<file path="config.mk">
export PLATFORM = sky130hd
export DESIGN_NAME = pmc_top
export DESIGN_NICKNAME = d
export VERILOG_FILES = /design/src/common/pmc_pkg.sv /design/src/design/pmc_sync3.sv /design/src/design/pmc_lvd_cmp.sv /design/src/design/pmc_top.sv
export VERILOG_INCLUDE_DIRS = /design/src /design/src/common
export SDC_FILE = /design/constraint.sdc
export NUM_CORES = 1
export LEC_CHECK = 0
export BUFFER_PORTS_ARGS = -buffer_cell sky130_fd_sc_hd__clkbuf_2
export CORE_UTILIZATION = 50
export DETAILED_ROUTE_END_ITERATION = 10
export PLACE_DENSITY = 0.86
export SETUP_SLACK_MARGIN = 0.1
export SLEW_MARGIN = 20
export SYNTH_ARGS = -nofsm -noshare
export SYNTH_HDL_FRONTEND = slang
export SYNTH_SLANG_ARGS = --single-unit
</file>
<file path="constraint.sdc">
create_clock -name MCLK -period 4.1 [get_ports MCLK]
set_input_delay 0.615 -clock MCLK [delete_from_list [all_inputs] [get_ports MCLK]]
set_output_delay 0.615 -clock MCLK [all_outputs]
set_load 0.02 [all_outputs]
</file>
<file path="src/common/pmc_cfg.svh">
// Purpose: Offsets, field positions, reset values and timing counts of the power controller
// Assumes: 25 MHz bus clock
// Notes:   Definitions only
`ifndef PMC_CFG_SVH
`define PMC_CFG_SVH

// ----------------------------------------
// Register offsets
// ----------------------------------------
`define PMC_OFS_CTL 8'h00
`define PMC_OFS_STAT 8'h04

// ----------------------------------------
// Control register fields
// ----------------------------------------
`define PMC_CTL_BKPWE_BIT 8
`define PMC_CTL_LVSEL_HI 7
`define PMC_CTL_LVSEL_LO 5
`define PMC_CTL_LVEN_BIT 4
`define PMC_CTL_STBCLR_BIT 3
`define PMC_CTL_WAKECLR_BIT 2
`define PMC_CTL_STBSEL_BIT 1
`define PMC_CTL_LPSEL_BIT 0
`define PMC_CTL_RESET 32'h0000_0000

// ----------------------------------------
// Status register fields
// ----------------------------------------
`define PMC_STAT_PINEN_BIT 8
`define PMC_STAT_LVFLAG_BIT 2
`define PMC_STAT_STBFLAG_BIT 1
`define PMC_STAT_WAKEFLAG_BIT 0

// ----------------------------------------
// Detector scale, millivolts
// ----------------------------------------
`define PMC_LVD_BASE_MV 2200
`define PMC_LVD_STEP_MV 100
`define PMC_LVD_HYST_MV 100

// ----------------------------------------
// Timing
// ----------------------------------------
`define PMC_CLK_PERIOD_NS 40
`define PMC_RC_WAKE_NS 2000
`define PMC_LDO_WAKE_NS 20000
`define PMC_POR_HOLD_CYC 8

`endif

</file>
<file path="src/common/pmc_pkg.sv">
// Purpose: Types of the power controller
// Assumes: Constants live in pmc_cfg.svh
// Notes:   Block state except wpin_prev_reg and the pin synchroniser is one packed struct
`default_nettype none
package pmc_pkg;

  // ----------------------------------------
  // Modes
  // ----------------------------------------
  typedef enum logic [2:0] {
    PMC_RUN,
    PMC_SLEEP,
    PMC_DEEP,
    PMC_DEEP_WAKE,
    PMC_STANDBY,
    PMC_STBY_RST
  } pmc_mode_t;

  // ----------------------------------------
  // Control and state records
  // ----------------------------------------
  typedef struct packed {
    logic backup_write_en;
    logic [2:0] lowvolt_threshold_sel;
    logic lowvolt_detect_en;
    logic standby_select;
    logic regulator_lowpower_sel;
  } pmc_ctl_t;

  typedef struct packed {
    pmc_mode_t mode;
    logic wfe;
    logic lp_used;
    pmc_ctl_t ctl;
    logic wake_pin_en;
    logic standby_flag;
    logic wake_flag;
    logic lowvolt_flag;
    logic [15:0] cnt;
    logic rc_pulse;
    logic [31:0] rdata;
  } pmc_st_t;

endpackage : pmc_pkg
`default_nettype wire

</file>
<file path="src/design/pmc_sync3.sv">
// Purpose: Three-stage synchroniser for pin inputs
// Assumes: Inputs asynchronous to MCLK
// Notes:   Output moves only when stages two and three agree
`timescale 1ns/1ps
`default_nettype none
module pmc_sync3 #(
  parameter int W = 1,
  parameter logic [W-1:0] INIT = '0
) (
  // Clock and reset
  input wire logic clk,
  input wire logic rst,
  // Data
  input wire logic [W-1:0] d,
  output logic [W-1:0] q
);
  logic [W-1:0] s1_reg;
  logic [W-1:0] s2_reg;
  logic [W-1:0] s3_reg;

  always_ff @(posedge clk) begin
    if (rst) begin
      s1_reg <= INIT;
      s2_reg <= INIT;
      s3_reg <= INIT;
      q <= INIT;
    end else begin
      s1_reg <= d;
      s2_reg <= s1_reg;
      s3_reg <= s2_reg;
      for (int i = 0; i < W; i++) begin
        if (s2_reg[i] == s3_reg[i]) begin
          q[i] <= s3_reg[i];
        end
      end
    end
  end
endmodule : pmc_sync3
`default_nettype wire

</file>
<file path="src/design/pmc_lvd_cmp.sv">
// Purpose: Supply comparison against the programmed low-voltage threshold
// Assumes: Supply arrives as a millivolt code on MCLK
// Notes:   Hysteresis keeps the flag from chattering
`include "pmc_cfg.svh"
`timescale 1ns/1ps
`default_nettype none
module pmc_lvd_cmp (
  // Control
  input wire logic en,
  input wire logic [2:0] sel,
  input wire logic flag_now,
  // Supply
  input wire logic [11:0] supply_mv,
  // Result
  output logic flag_next
);
  logic [11:0] thr;
  logic [11:0] thr_hi;

  always_comb begin
    thr = 12'(`PMC_LVD_BASE_MV) + 12'(sel) * 12'(`PMC_LVD_STEP_MV);
    thr_hi = thr + 12'(`PMC_LVD_HYST_MV);
    if (!en) begin
      flag_next = 1'b0;
    end else if (flag_now) begin
      flag_next = (supply_mv <= thr_hi);
    end else begin
      flag_next = (supply_mv <= thr);
    end
  end
endmodule : pmc_lvd_cmp
`default_nettype wire

</file>
<file path="src/design/pmc_top.sv">
// Purpose: Power mode controller: sleep, deep-sleep, standby, detector, backup gate
// Assumes: Core wait pulses and controller levels are synchronous to MCLK
// Notes:   RST is the supply-monitor reset; backup domain lives outside
//
// What this block does
// - Regulator stays on from reset release without software help.
// - Supply reset clears all here; backup domain state kept outside.
// - Detector compares only when enabled; flag shows supply versus threshold.
// - Detector output drives external interrupt line sixteen.
// - Wait with deep select clear enters sleep, core clock off only.
// - Sleep wakes on any interrupt or any event, by entry kind.
// - Deep-sleep stops domain clocks and oscillators, keeps contents.
// - Deep-sleep wakes only on external line interrupt or event.
// - Deep-sleep exit selects RC clock, adds regulator delay if low power.
// - Regulator low power in deep-sleep follows its control bit.
// - Deep-sleep refused while any pending or clock-alarm flag set.
// - Standby entry powers off domain, regulator and oscillators.
// - Standby flag set after standby so software sees it.
// - Standby left only on reset pin, clock alarm, watchdog, wake pin.
// - Standby exit issues power-on reset; core restarts at zero.
// - Backup writes ignored until backup write enable set.
// - Bit 3 write one clears standby flag; reads zero.
// - Control register resets to zero, also on standby wake.
// - Bit 2 write one clears wake flag; reads zero.
// - Bit 1 picks standby over deep-sleep; bit 0 low-power regulator.
// - Standby flag cleared only by supply reset or clear bit.
`include "pmc_cfg.svh"
`timescale 1ns/1ps
`default_nettype none
module pmc_top
  import pmc_pkg::*;
(
  // Clock and reset
  input wire logic MCLK,
  input wire logic RST,
  // Register port
  input wire logic [7:0] REG_ADDR,
  input wire logic [31:0] REG_WDATA,
  input wire logic REG_WR,
  input wire logic REG_RD,
  output logic [31:0] REG_RDATA,
  // Core sleep signals
  input wire logic CORE_WAIT,
  input wire logic CORE_WAIT_IS_EVENT,
  input wire logic CORE_DEEPSLEEP_SELECT,
  // Interrupt and event controller
  input wire logic ANY_IRQ,
  input wire logic ANY_EVENT,
  input wire logic EXT_IRQ,
  input wire logic EXT_EVENT,
  input wire logic EXT_IRQ_PENDING,
  input wire logic RTC_FLAGS_SET,
  output logic LOWVOLT_LINE16,
  // Standby wake sources
  input wire logic EXT_RESET_PIN_N,
  input wire logic WAKE_PIN,
  input wire logic RTC_WAKE_EVT,
  input wire logic WATCHDOG_RESET,
  // Supply monitor
  input wire logic [11:0] SUPPLY_MV,
  // Clock and power control
  output logic CORE_CLK_EN,
  output logic DOMAIN_CLK_EN,
  output logic INTERNAL_RC_FAST_OSC_EN,
  output logic FAST_CRYSTAL_OSC_EN,
  output logic PLL_EN,
  output logic RC_SYSCLK_SEL,
  output logic REGULATOR_EN,
  output logic REGULATOR_LOWPOWER,
  output logic DOMAIN_POWER_EN,
  output logic SYS_POR_OUT,
  // Backup domain write gate
  input wire logic BKP_WR_IN,
  output logic BKP_WR_OUT,
  output logic BACKUP_WRITE_EN
);

  // ----------------------------------------
  // Timing counts
  // ----------------------------------------
  localparam int unsigned RC_WAKE_CYC =
    (`PMC_RC_WAKE_NS + `PMC_CLK_PERIOD_NS - 1) / `PMC_CLK_PERIOD_NS;
  localparam int unsigned LDO_WAKE_CYC =
    (`PMC_LDO_WAKE_NS + `PMC_CLK_PERIOD_NS - 1) / `PMC_CLK_PERIOD_NS;
  localparam logic [15:0] POR_HOLD = 16'(`PMC_POR_HOLD_CYC);

  // ----------------------------------------
  // Pin synchronisers
  // ----------------------------------------
  logic [1:0] pins_q;
  logic ext_reset_pin_q;
  logic wpin_q;
  logic wpin_prev_reg;

  pmc_sync3 #(.W(2), .INIT(2'b01)) u_pins (
    .clk(MCLK),
    .rst(RST),
    .d({WAKE_PIN, EXT_RESET_PIN_N}),
    .q(pins_q)
  );
  assign ext_reset_pin_q = pins_q[0];
  assign wpin_q = pins_q[1];

  always_ff @(posedge MCLK) begin
    if (RST) begin
      wpin_prev_reg <= 1'b0;
    end else begin
      wpin_prev_reg <= wpin_q;
    end
  end

  // ----------------------------------------
  // State
  // ----------------------------------------
  pmc_st_t s_reg;
  pmc_st_t s_next;
  logic lv_next;
  logic wr_ctl;
  logic wr_stat;
  logic pin_rise;
  logic sleep_wake;
  logic deep_wake;
  logic stby_wake;
  logic deep_blocked;
  logic [15:0] deep_wait;

  pmc_lvd_cmp u_lvd (
    .en(s_reg.ctl.lowvolt_detect_en && s_reg.mode != PMC_STANDBY),
    .sel(s_reg.ctl.lowvolt_threshold_sel),
    .flag_now(s_reg.lowvolt_flag),
    .supply_mv(SUPPLY_MV),
    .flag_next(lv_next)
  );

  always_comb begin
    wr_ctl = REG_WR && REG_ADDR == `PMC_OFS_CTL;
    wr_stat = REG_WR && REG_ADDR == `PMC_OFS_STAT;
    pin_rise = s_reg.wake_pin_en && wpin_q && !wpin_prev_reg;
    sleep_wake = s_reg.wfe ? ANY_EVENT : ANY_IRQ;
    deep_wake = s_reg.wfe ? EXT_EVENT : EXT_IRQ;
    stby_wake = !ext_reset_pin_q || RTC_WAKE_EVT || WATCHDOG_RESET || pin_rise;
    deep_blocked = EXT_IRQ_PENDING || RTC_FLAGS_SET;
    deep_wait = 16'(RC_WAKE_CYC);
    if (s_reg.lp_used) begin
      deep_wait = 16'(RC_WAKE_CYC + LDO_WAKE_CYC);
    end

    s_next = s_reg;
    s_next.rc_pulse = 1'b0;
    s_next.lowvolt_flag = lv_next;

    // Register writes
    if (wr_ctl) begin
      s_next.ctl.backup_write_en = REG_WDATA[`PMC_CTL_BKPWE_BIT];
      s_next.ctl.lowvolt_threshold_sel =
        REG_WDATA[`PMC_CTL_LVSEL_HI:`PMC_CTL_LVSEL_LO];
      s_next.ctl.lowvolt_detect_en = REG_WDATA[`PMC_CTL_LVEN_BIT];
      s_next.ctl.standby_select = REG_WDATA[`PMC_CTL_STBSEL_BIT];
      s_next.ctl.regulator_lowpower_sel = REG_WDATA[`PMC_CTL_LPSEL_BIT];
      if (REG_WDATA[`PMC_CTL_STBCLR_BIT]) begin
        s_next.standby_flag = 1'b0;
      end
      if (REG_WDATA[`PMC_CTL_WAKECLR_BIT]) begin
        s_next.wake_flag = 1'b0;
      end
    end
    if (wr_stat) begin
      s_next.wake_pin_en = REG_WDATA[`PMC_STAT_PINEN_BIT];
    end

    // Wake flag set wins over clear
    if (pin_rise || RTC_WAKE_EVT) begin
      s_next.wake_flag = 1'b1;
    end

    // Mode sequencing
    case (s_reg.mode)
      PMC_RUN: begin
        if (CORE_WAIT) begin
          s_next.wfe = CORE_WAIT_IS_EVENT;
          s_next.lp_used = s_reg.ctl.regulator_lowpower_sel;
          if (!CORE_DEEPSLEEP_SELECT) begin
            s_next.mode = PMC_SLEEP;
          end else if (s_reg.ctl.standby_select) begin
            if (!s_reg.wake_flag) begin
              s_next.mode = PMC_STANDBY;
            end
          end else if (!deep_blocked) begin
            s_next.mode = PMC_DEEP;
          end
        end
      end
      PMC_SLEEP: begin
        if (sleep_wake) begin
          s_next.mode = PMC_RUN;
        end
      end
      PMC_DEEP: begin
        if (deep_wake) begin
          s_next.mode = PMC_DEEP_WAKE;
          s_next.cnt = deep_wait;
          s_next.rc_pulse = 1'b1;
        end
      end
      PMC_DEEP_WAKE: begin
        if (s_reg.cnt <= 16'h0001) begin
          s_next.mode = PMC_RUN;
          s_next.cnt = 16'h0000;
        end else begin
          s_next.cnt = s_reg.cnt - 16'h0001;
        end
      end
      PMC_STANDBY: begin
        s_next.standby_flag = 1'b1;
        if (stby_wake) begin
          s_next.mode = PMC_STBY_RST;
          s_next.cnt = POR_HOLD;
        end
      end
      PMC_STBY_RST: begin
        s_next.ctl = pmc_ctl_t'(`PMC_CTL_RESET);
        s_next.wake_pin_en = 1'b0;
        if (s_reg.cnt <= 16'h0001) begin
          s_next.mode = PMC_RUN;
          s_next.cnt = 16'h0000;
        end else begin
          s_next.cnt = s_reg.cnt - 16'h0001;
        end
      end
      default: begin
        s_next.mode = PMC_RUN;
      end
    endcase

    // Read data, one cycle later
    s_next.rdata = 32'h0000_0000;
    if (REG_RD && REG_ADDR == `PMC_OFS_CTL) begin
      s_next.rdata[`PMC_CTL_BKPWE_BIT] = s_reg.ctl.backup_write_en;
      s_next.rdata[`PMC_CTL_LVSEL_HI:`PMC_CTL_LVSEL_LO] = s_reg.ctl.lowvolt_threshold_sel;
      s_next.rdata[`PMC_CTL_LVEN_BIT] = s_reg.ctl.lowvolt_detect_en;
      s_next.rdata[`PMC_CTL_STBSEL_BIT] = s_reg.ctl.standby_select;
      s_next.rdata[`PMC_CTL_LPSEL_BIT] = s_reg.ctl.regulator_lowpower_sel;
    end else if (REG_RD && REG_ADDR == `PMC_OFS_STAT) begin
      s_next.rdata[`PMC_STAT_PINEN_BIT] = s_reg.wake_pin_en;
      s_next.rdata[`PMC_STAT_LVFLAG_BIT] = s_reg.lowvolt_flag;
      s_next.rdata[`PMC_STAT_STBFLAG_BIT] = s_reg.standby_flag;
      s_next.rdata[`PMC_STAT_WAKEFLAG_BIT] = s_reg.wake_flag;
    end
  end

  always_ff @(posedge MCLK) begin
    if (RST) begin
      s_reg <= '0;
    end else begin
      s_reg <= s_next;
    end
  end

  // ----------------------------------------
  // Outputs
  // ----------------------------------------
  assign REG_RDATA = s_reg.rdata;
  assign LOWVOLT_LINE16 = s_reg.lowvolt_flag;
  assign CORE_CLK_EN = s_reg.mode == PMC_RUN || s_reg.mode == PMC_STBY_RST;
  assign DOMAIN_CLK_EN = s_reg.mode == PMC_RUN || s_reg.mode == PMC_SLEEP
    || s_reg.mode == PMC_STBY_RST;
  assign INTERNAL_RC_FAST_OSC_EN = s_reg.mode != PMC_DEEP
    && s_reg.mode != PMC_STANDBY;
  assign FAST_CRYSTAL_OSC_EN = DOMAIN_CLK_EN;
  assign PLL_EN = DOMAIN_CLK_EN;
  assign RC_SYSCLK_SEL = s_reg.rc_pulse;
  assign REGULATOR_EN = s_reg.mode != PMC_STANDBY;
  assign REGULATOR_LOWPOWER = s_reg.mode == PMC_DEEP && s_reg.lp_used;
  assign DOMAIN_POWER_EN = s_reg.mode != PMC_STANDBY;
  assign SYS_POR_OUT = s_reg.mode == PMC_STBY_RST;
  assign BACKUP_WRITE_EN = s_reg.ctl.backup_write_en;
  assign BKP_WR_OUT = BKP_WR_IN && s_reg.ctl.backup_write_en;
endmodule : pmc_top
`default_nettype wire

</file>
==> flow_metrics.py, run 1 <==
metrics = {
    "timing": {
        "fin_ws_ps": 600,
        "rsz0062_at_grt": "false",
        "hold_viol_final": 0,
        "slew_viol_final": 0,
        "max_slew.worst_pin.slew_ps": 586,
        "finalSetupViolations": 0,
        "finalClockSkew_ps": 6.52,
        "period_needed_ps": 3500,
        "slew_headroom_pct": 60.9,
        "fmax_mhz": 286,
        "setup_tns_ps": 0,
        "fin_crit_sh_pct": 85.4,
    },
    "synthesis": {
        "synth_ff_type": "dfxtp_1",
        "synth_compound_area_share_pct": 18.5,
        "syn_inst": 395,
        "synth_edf_count": 0,
        "yosys.area_share.xor_xnor_pct": 3.32,
        "synth_cell_type_count": 67,
        "yosys.area_share.simple_pct": 21.2,
        "synth_fa_ha_area_share_pct": 11.3,
        "synth_area_um2": 3430,
        "yosysTopAreaCellShare_pct": 29.2,
        "yosys.area.top_type": "dfxtp_1",
        "ys_ff_latch": 50,
        "synth_top_family_by_area": "simple AND/OR/NAND/NOR gates",
        "synthArstFlopShare_pct": 0,
        "synth.area.top_cells": "dfxtp_1 29%, ha_1 11%, buf_4 7.9%",
        "avgSynthCellArea_um2": 8.68,
        "muxShareOfSynthArea_pct": 4.71,
        "ys_seq_area_share_pct": 29.2,
        "synth_warnings": 0,
    },
    "clock_network": {
        "cts_tree": "built",
        "cts-root-buf": "clkbuf_8",
        "clkLatencyLatePin_ps": 310,
        "cts_made_buffers": 5,
        "ctsHtreeMaxLevel": 2,
        "postCtsHoldBufs": 0,
        "cts_num_sinks": 50,
        "clockBufferDepth": 2,
        "ctsResizeCount": 0,
        "clkTransAtPathRegs_ps": 90,
        "postCtsSetupRepairBufs": 0,
    },
    "finish": {
        "largest_register_ffs": 30,
        "layout_common_cells": "67 x clkbuf_2, 50 x dfxtp_1, 34 x nor2_1",
        "syn2layout_area_growth_pct": 8.69,
        "num-nets-final": 545,
        "fill_cells": 584,
        "finalNonFillerCells": 521,
        "drive_gt1_share_pct": 22.1,
        "final_common_cell": "clkbuf_2",
        "insertedDiodeCount": 0,
    },
    "power_and_ir_drop": {
        "ir_worst_vdd_uv": 274,
        "power.density_nw_per_um2": 296,
        "seqPwrFrac_pct": 47.6,
        "cellLeakagePower_nw": 1.75,
        "power.total_mw": 1.10,
        "internal-power_mw": 0.773,
        "p_sw_mw": 0.331,
        "clockPowerShare_pct": 31.1,
        "power_frac_comb_pct": 21.2,
        "switching_share_pct": 30.0,
    },
    "global_route": {
        "grt_overflow": 0,
        "antenna_found_initial": 0,
        "grt_pass1_wl_um": 12100,
        "grt_pass1_vias": 2767,
        "grt_util_all_layers_pct": 21.0,
        "grt_max_degree": 30,
    },
    "placement": {
        "place_congestion": 0.855,
        "io_buffers": 67,
        "dp_cells": 514,
        "dp_hpwl_um": 5790,
        "dp_worst_setup_slack_ps": 663,
    },
    "critical_path": {
        "critPathMaxFanout": 9,
        "cp_cell_sequence": "inv_1, ha_1, ha_1, ha_1, nor3_1, nand2_1, a21bo_2, a211oi_1, ha_1, a21oi_1, nor2b_1, o21ai_0, o211ai_1, a211oi_1",
        "crit_path_frequent_cell": "ha_1",
        "cp-start-kind": "flip-flop",
        "arrival_ps": 3730,
        "crit_slowest_cell": "dfxtp_1",
        "cp.required_ps": 4330,
        "crit_path_end_kind": "flip-flop",
        "critical_path_class": "reg2reg",
        "cp_slowest_stage_delay_ps": 440,
    },
    "outcome": {
        "violations": "design-rule violations",
        "status": "complete, but fails checks",
    },
    "floorplanning": {
        "die_area_um2": 7190,
        "initial_core_util_pct": 52.8,
        "row_count": 29,
        "io_pins": 115,
        "die_w_um": 84.8,
        "die_h_um": 84.8,
        "coreArea_um2": 6490,
    },
    "drt": {
        "drc_errors": 11,
        "viasPerCell": 5.60,
        "postRouteAntennaNets": 0,
        "postRouteWirelength_um": 7410,
        "wl_per_cell_um": 14.2,
        "drt_pass1_iterations": 7,
        "first_iter_violations": 183,
        "dr_total_vias": 2919,
    },
    "worst_hold_path": {
        "min_path_type": "reg2reg",
    },
    "job": {
        "drv_cap": 0,
    },
}
[metal layers]
layer	share of wire (%)	vias up	track usage (%)
met5	0	-	0
met4	2.3	0	10.3
met3	5.7	14	3.83
met2	49	107	36.9
met1	43	1357	24.5
li1	-	1441	-
[power by group through the flow]
| stage | sequential (mW) | combinational [mW] | clock (mW) |
|---|---|---|---|
| floorplan | 0.526 | 0.199 | 0 |
| global placement | 0.536 | 0.223 | 0 |
| detailed placement | 0.537 | 0.230 | 0 |
| CTS | 0.526 | 0.233 | 0.349 |
| global route | 0.529 | 0.257 | 0.364 |
| finish | 0.526 | 0.234 | 0.344 |
[critical path, delay by kind of cell, from the launching register on]
| kind | cells | cell delay, ps |
|---|---|---|
| flops | 1 | 440 |
| fa+ha+maj | 4 | 1300 |
| buf+inv | 1 | 150 |
| compound gates | 6 | 1130 |
| simple gates | 3 | 400 |
[stage by stage]
step | hold slack, ps | cell area, um^2 | util, %
6_report | 425 | 3730 | 57.4
3_3_place_gp | 401 | 3620 | 55.7
5_1_grt | 442 | 3730 | 57.4
3_5_place_dp | 404 | 3620 | 55.7
2_1_floorplan | 389 | 3520 | -
4_1_cts | 433 | 3730 | 57.4
[path summary, 6_finish.rpt]
kind                                          to  slack, ps        startpoint  cells past startpoint
worst max-delay path              LOWVOLT_LINE16        600         s_reg[57]                     14
worst min-delay path            u_pins.s2_reg[0]        430  u_pins.s1_reg[0]                      1
worst max register to register    LOWVOLT_LINE16        600         s_reg[57]                     14
worst min register to register  u_pins.s2_reg[0]        430  u_pins.s1_reg[0]                      1
[logic make-up (layout without fill, tap and decap cells)]
group                    Yosys count  after routing
buffers and inverters             67             92
adder cells (fa/ha/maj)           31             31
other                              1             25
flip-flops                        50             50
XOR/XNOR                          13             13
AND/OR/NAND/NOR                  131            131
AO/OA/AOI/OAI                     86             86
multiplexers                      16             16
[Yosys cell counts, types with 3 or more instances]
cell	number
xnor2_1	11
ha_1	31
nand2b_1	4
buf_2	4
o21ai_1	4
a31oi_1	8
nand3_1	8
or3_1	5
a21o_1	5
nand2_1	26
a211oi_1	4
nand4_1	4
nand3b_1	6
and2_1	5
o211ai_1	4
clkbuf_1	8
mux2i_1	15
nor2_1	34
a21oi_1	23
and3_1	3
a311oi_1	3
o21ai_0	6
buf_4	36
or2_2	4
inv_1	18
nor3_1	9
nor2b_1	8
dfxtp_1	50
[final cells by class]
cell class | instances | area (um^2) | share of cell area (%)
clock buffer | 5 | 68.8 | 1.85
clock inverter | 2 | 38.8 | 1.04
inverter | 18 | 67.6 | 1.81
multi-input combinational | 302 | 2120 | 56.9
sequential | 50 | 1000 | 26.9
tap | 77 | 96.3 | 2.59
timing repair buffer | 67 | 335 | 9.00
Power figures use the tool's default switching activity.
==> run 2: changes to the inputs <==
Settings changed: CORE_MARGIN from default to 2.
Clock period 4.1 ns to 4.15 ns, I/O delays scaled along.
==> flow_metrics.py, run 2 (synthesized netlist as in run 1, its figures left out) <==
metrics = {
    "timing": {
        "fmax_mhz": 288,
        "max_slew.worst_pin.slew_ps": 587,
        "finalSetupViolations": 0,
        "slew_headroom_pct": 60.8,
        "fin_ws_ps": 673,
        "fin_hold_ws_ps": 427,
        "fin_crit_sh_pct": 83.8,
        "finalClockSkew_ps": 14.8,
        "slew_viol_final": 0,
        "period_needed_ps": 3480,
        "setup_tns_ps": 0,
        "hold_viol_final": 0,
        "rsz0062_at_grt": "false",
    },
    "finish": {
        "final_area_um2": 3720,
        "finalNonFillerCells": 525,
        "syn2layout_area_growth_pct": 8.58,
        "drive_gt1_share_pct": 22.2,
        "num-nets-final": 545,
        "final_common_cell": "clkbuf_2",
        "largest_register_ffs": 30,
        "layout_common_cells": "67 x clkbuf_2, 50 x dfxtp_1, 34 x nor2_1",
        "insertedDiodeCount": 0,
        "final_util_pct": 55.4,
    },
    "critical_path": {
        "critical_path_class": "reg2reg",
        "cp-start-kind": "flip-flop",
        "critPathMaxFanout": 9,
        "cp.required_ps": 4380,
        "crit_path_end_kind": "flip-flop",
        "worstSetupStartpoint": "s_reg[57]",
        "r2r_setup_slack_ps": 670,
        "reg2reg_from": "s_reg[57]",
        "arrival_ps": 3710,
    },
    "drt": {
        "wl_per_cell_um": 14.1,
        "postRouteAntennaNets": 0,
        "dr_total_vias": 2895,
        "drt_pass1_iterations": 4,
        "viasPerCell": 5.51,
        "postRouteWirelength_um": 7390,
        "first_iter_violations": 164,
        "drc_errors": 0,
    },
    "clock_network": {
        "cts_num_sinks": 50,
        "ctsResizeCount": 0,
        "cts-root-buf": "clkbuf_8",
        "clockBufferDepth": 2,
        "postCtsHoldBufs": 0,
        "cts_made_buffers": 5,
        "postCtsSetupRepairBufs": 0,
        "clkTransAtPathRegs_ps": 90,
        "ctsHtreeMaxLevel": 2,
        "cts_tree": "built",
        "clkLatencyLatePin_ps": 320,
    },
    "worst_hold_path": {
        "min_path_type": "reg2reg",
        "min_from": "u_pins.s1_reg[0]",
    },
    "power_and_ir_drop": {
        "p_sw_mw": 0.331,
        "power_frac_comb_pct": 21.8,
        "seqPwrFrac_pct": 49.2,
        "ir_worst_vdd_uv": 194,
        "switching_share_pct": 31.4,
        "clockPowerShare_pct": 28.9,
        "power.total_mw": 1.06,
        "power.density_nw_per_um2": 283,
        "internal-power_mw": 0.724,
        "cellLeakagePower_nw": 1.75,
    },
    "floorplanning": {
        "io_pins": 115,
        "row_count": 30,
        "die_w_um": 86.8,
        "initial_core_util_pct": 51.0,
        "coreArea_um2": 6720,
        "die_h_um": 86.8,
        "die_area_um2": 7540,
    },
    "placement": {
        "dp_cells": 517,
        "place_congestion": 0.807,
        "io_buffers": 67,
        "dp_hpwl_um": 5700,
        "dp_worst_setup_slack_ps": 713,
        "postPlaceCellArea_um2": 3620,
    },
    "global_route": {
        "grt_pass1_wl_um": 12000,
        "grt_pass1_vias": 2684,
        "antenna_found_initial": 0,
        "grt_overflow": 0,
        "grt_max_degree": 30,
        "grt_util_all_layers_pct": 19.8,
    },
    "outcome": {
        "status": "finished clean",
    },
    "job": {
        "drv_cap": 0,
    },
}
-- run 2: final cells by class --
class | count | area (um^2)
inverters | 18 | 67.6
clock buffers | 6 | 82.6
fillers | 618 | 3000
flip-flops and latches | 50 | 1000
well taps | 80 | 100
clock inverters | 2 | 17.5
repair buffers | 67 | 335
multi-input cells | 302 | 2120
-- run 2: worst max-delay path, cell delays in order (launching register included) --
cell and delay, ps:
dfxtp_1 440, inv_1 160, ha_1 400, ha_1 240, ha_1 380, nor3_1 260
nand2_1 80, a21bo_2 200, a211oi_1 270, ha_1 310, nand4_1 130, nor2_1 80
a21oi_1 130, o211ai_1 130, a211oi_1 210
-- run 2: per-layer routing --
layer | routed length, um | up-vias | GRT usage, %
li1 | - | 1440 | -
met1 | 3240 | 1348 | 24.8
met2 | 3650 | 98 | 34.8
met3 | 402 | 9 | 3.33
met4 | 97 | 0 | 5.54
met5 | 0 | - | 0
-- run 2: worst paths after layout --
check | to | cells after the start
max reg2reg | LOWVOLT_LINE16 | 14
min | u_pins.s2_reg[0] | 1
max | LOWVOLT_LINE16 | 14
min reg2reg | u_pins.s2_reg[0] | 1
-- run 2: power groups by stage --
| stage | Combinational (mW) | Clock, mW | Sequential, mW |
|---|---|---|---|
| finish | 0.230 | 0.305 | 0.520 |
| global route | 0.254 | 0.332 | 0.522 |
| detailed placement | 0.227 | 0 | 0.530 |
| global placement | 0.221 | 0 | 0.529 |
| CTS | 0.228 | 0.312 | 0.519 |
| floorplan | 0.197 | 0 | 0.520 |
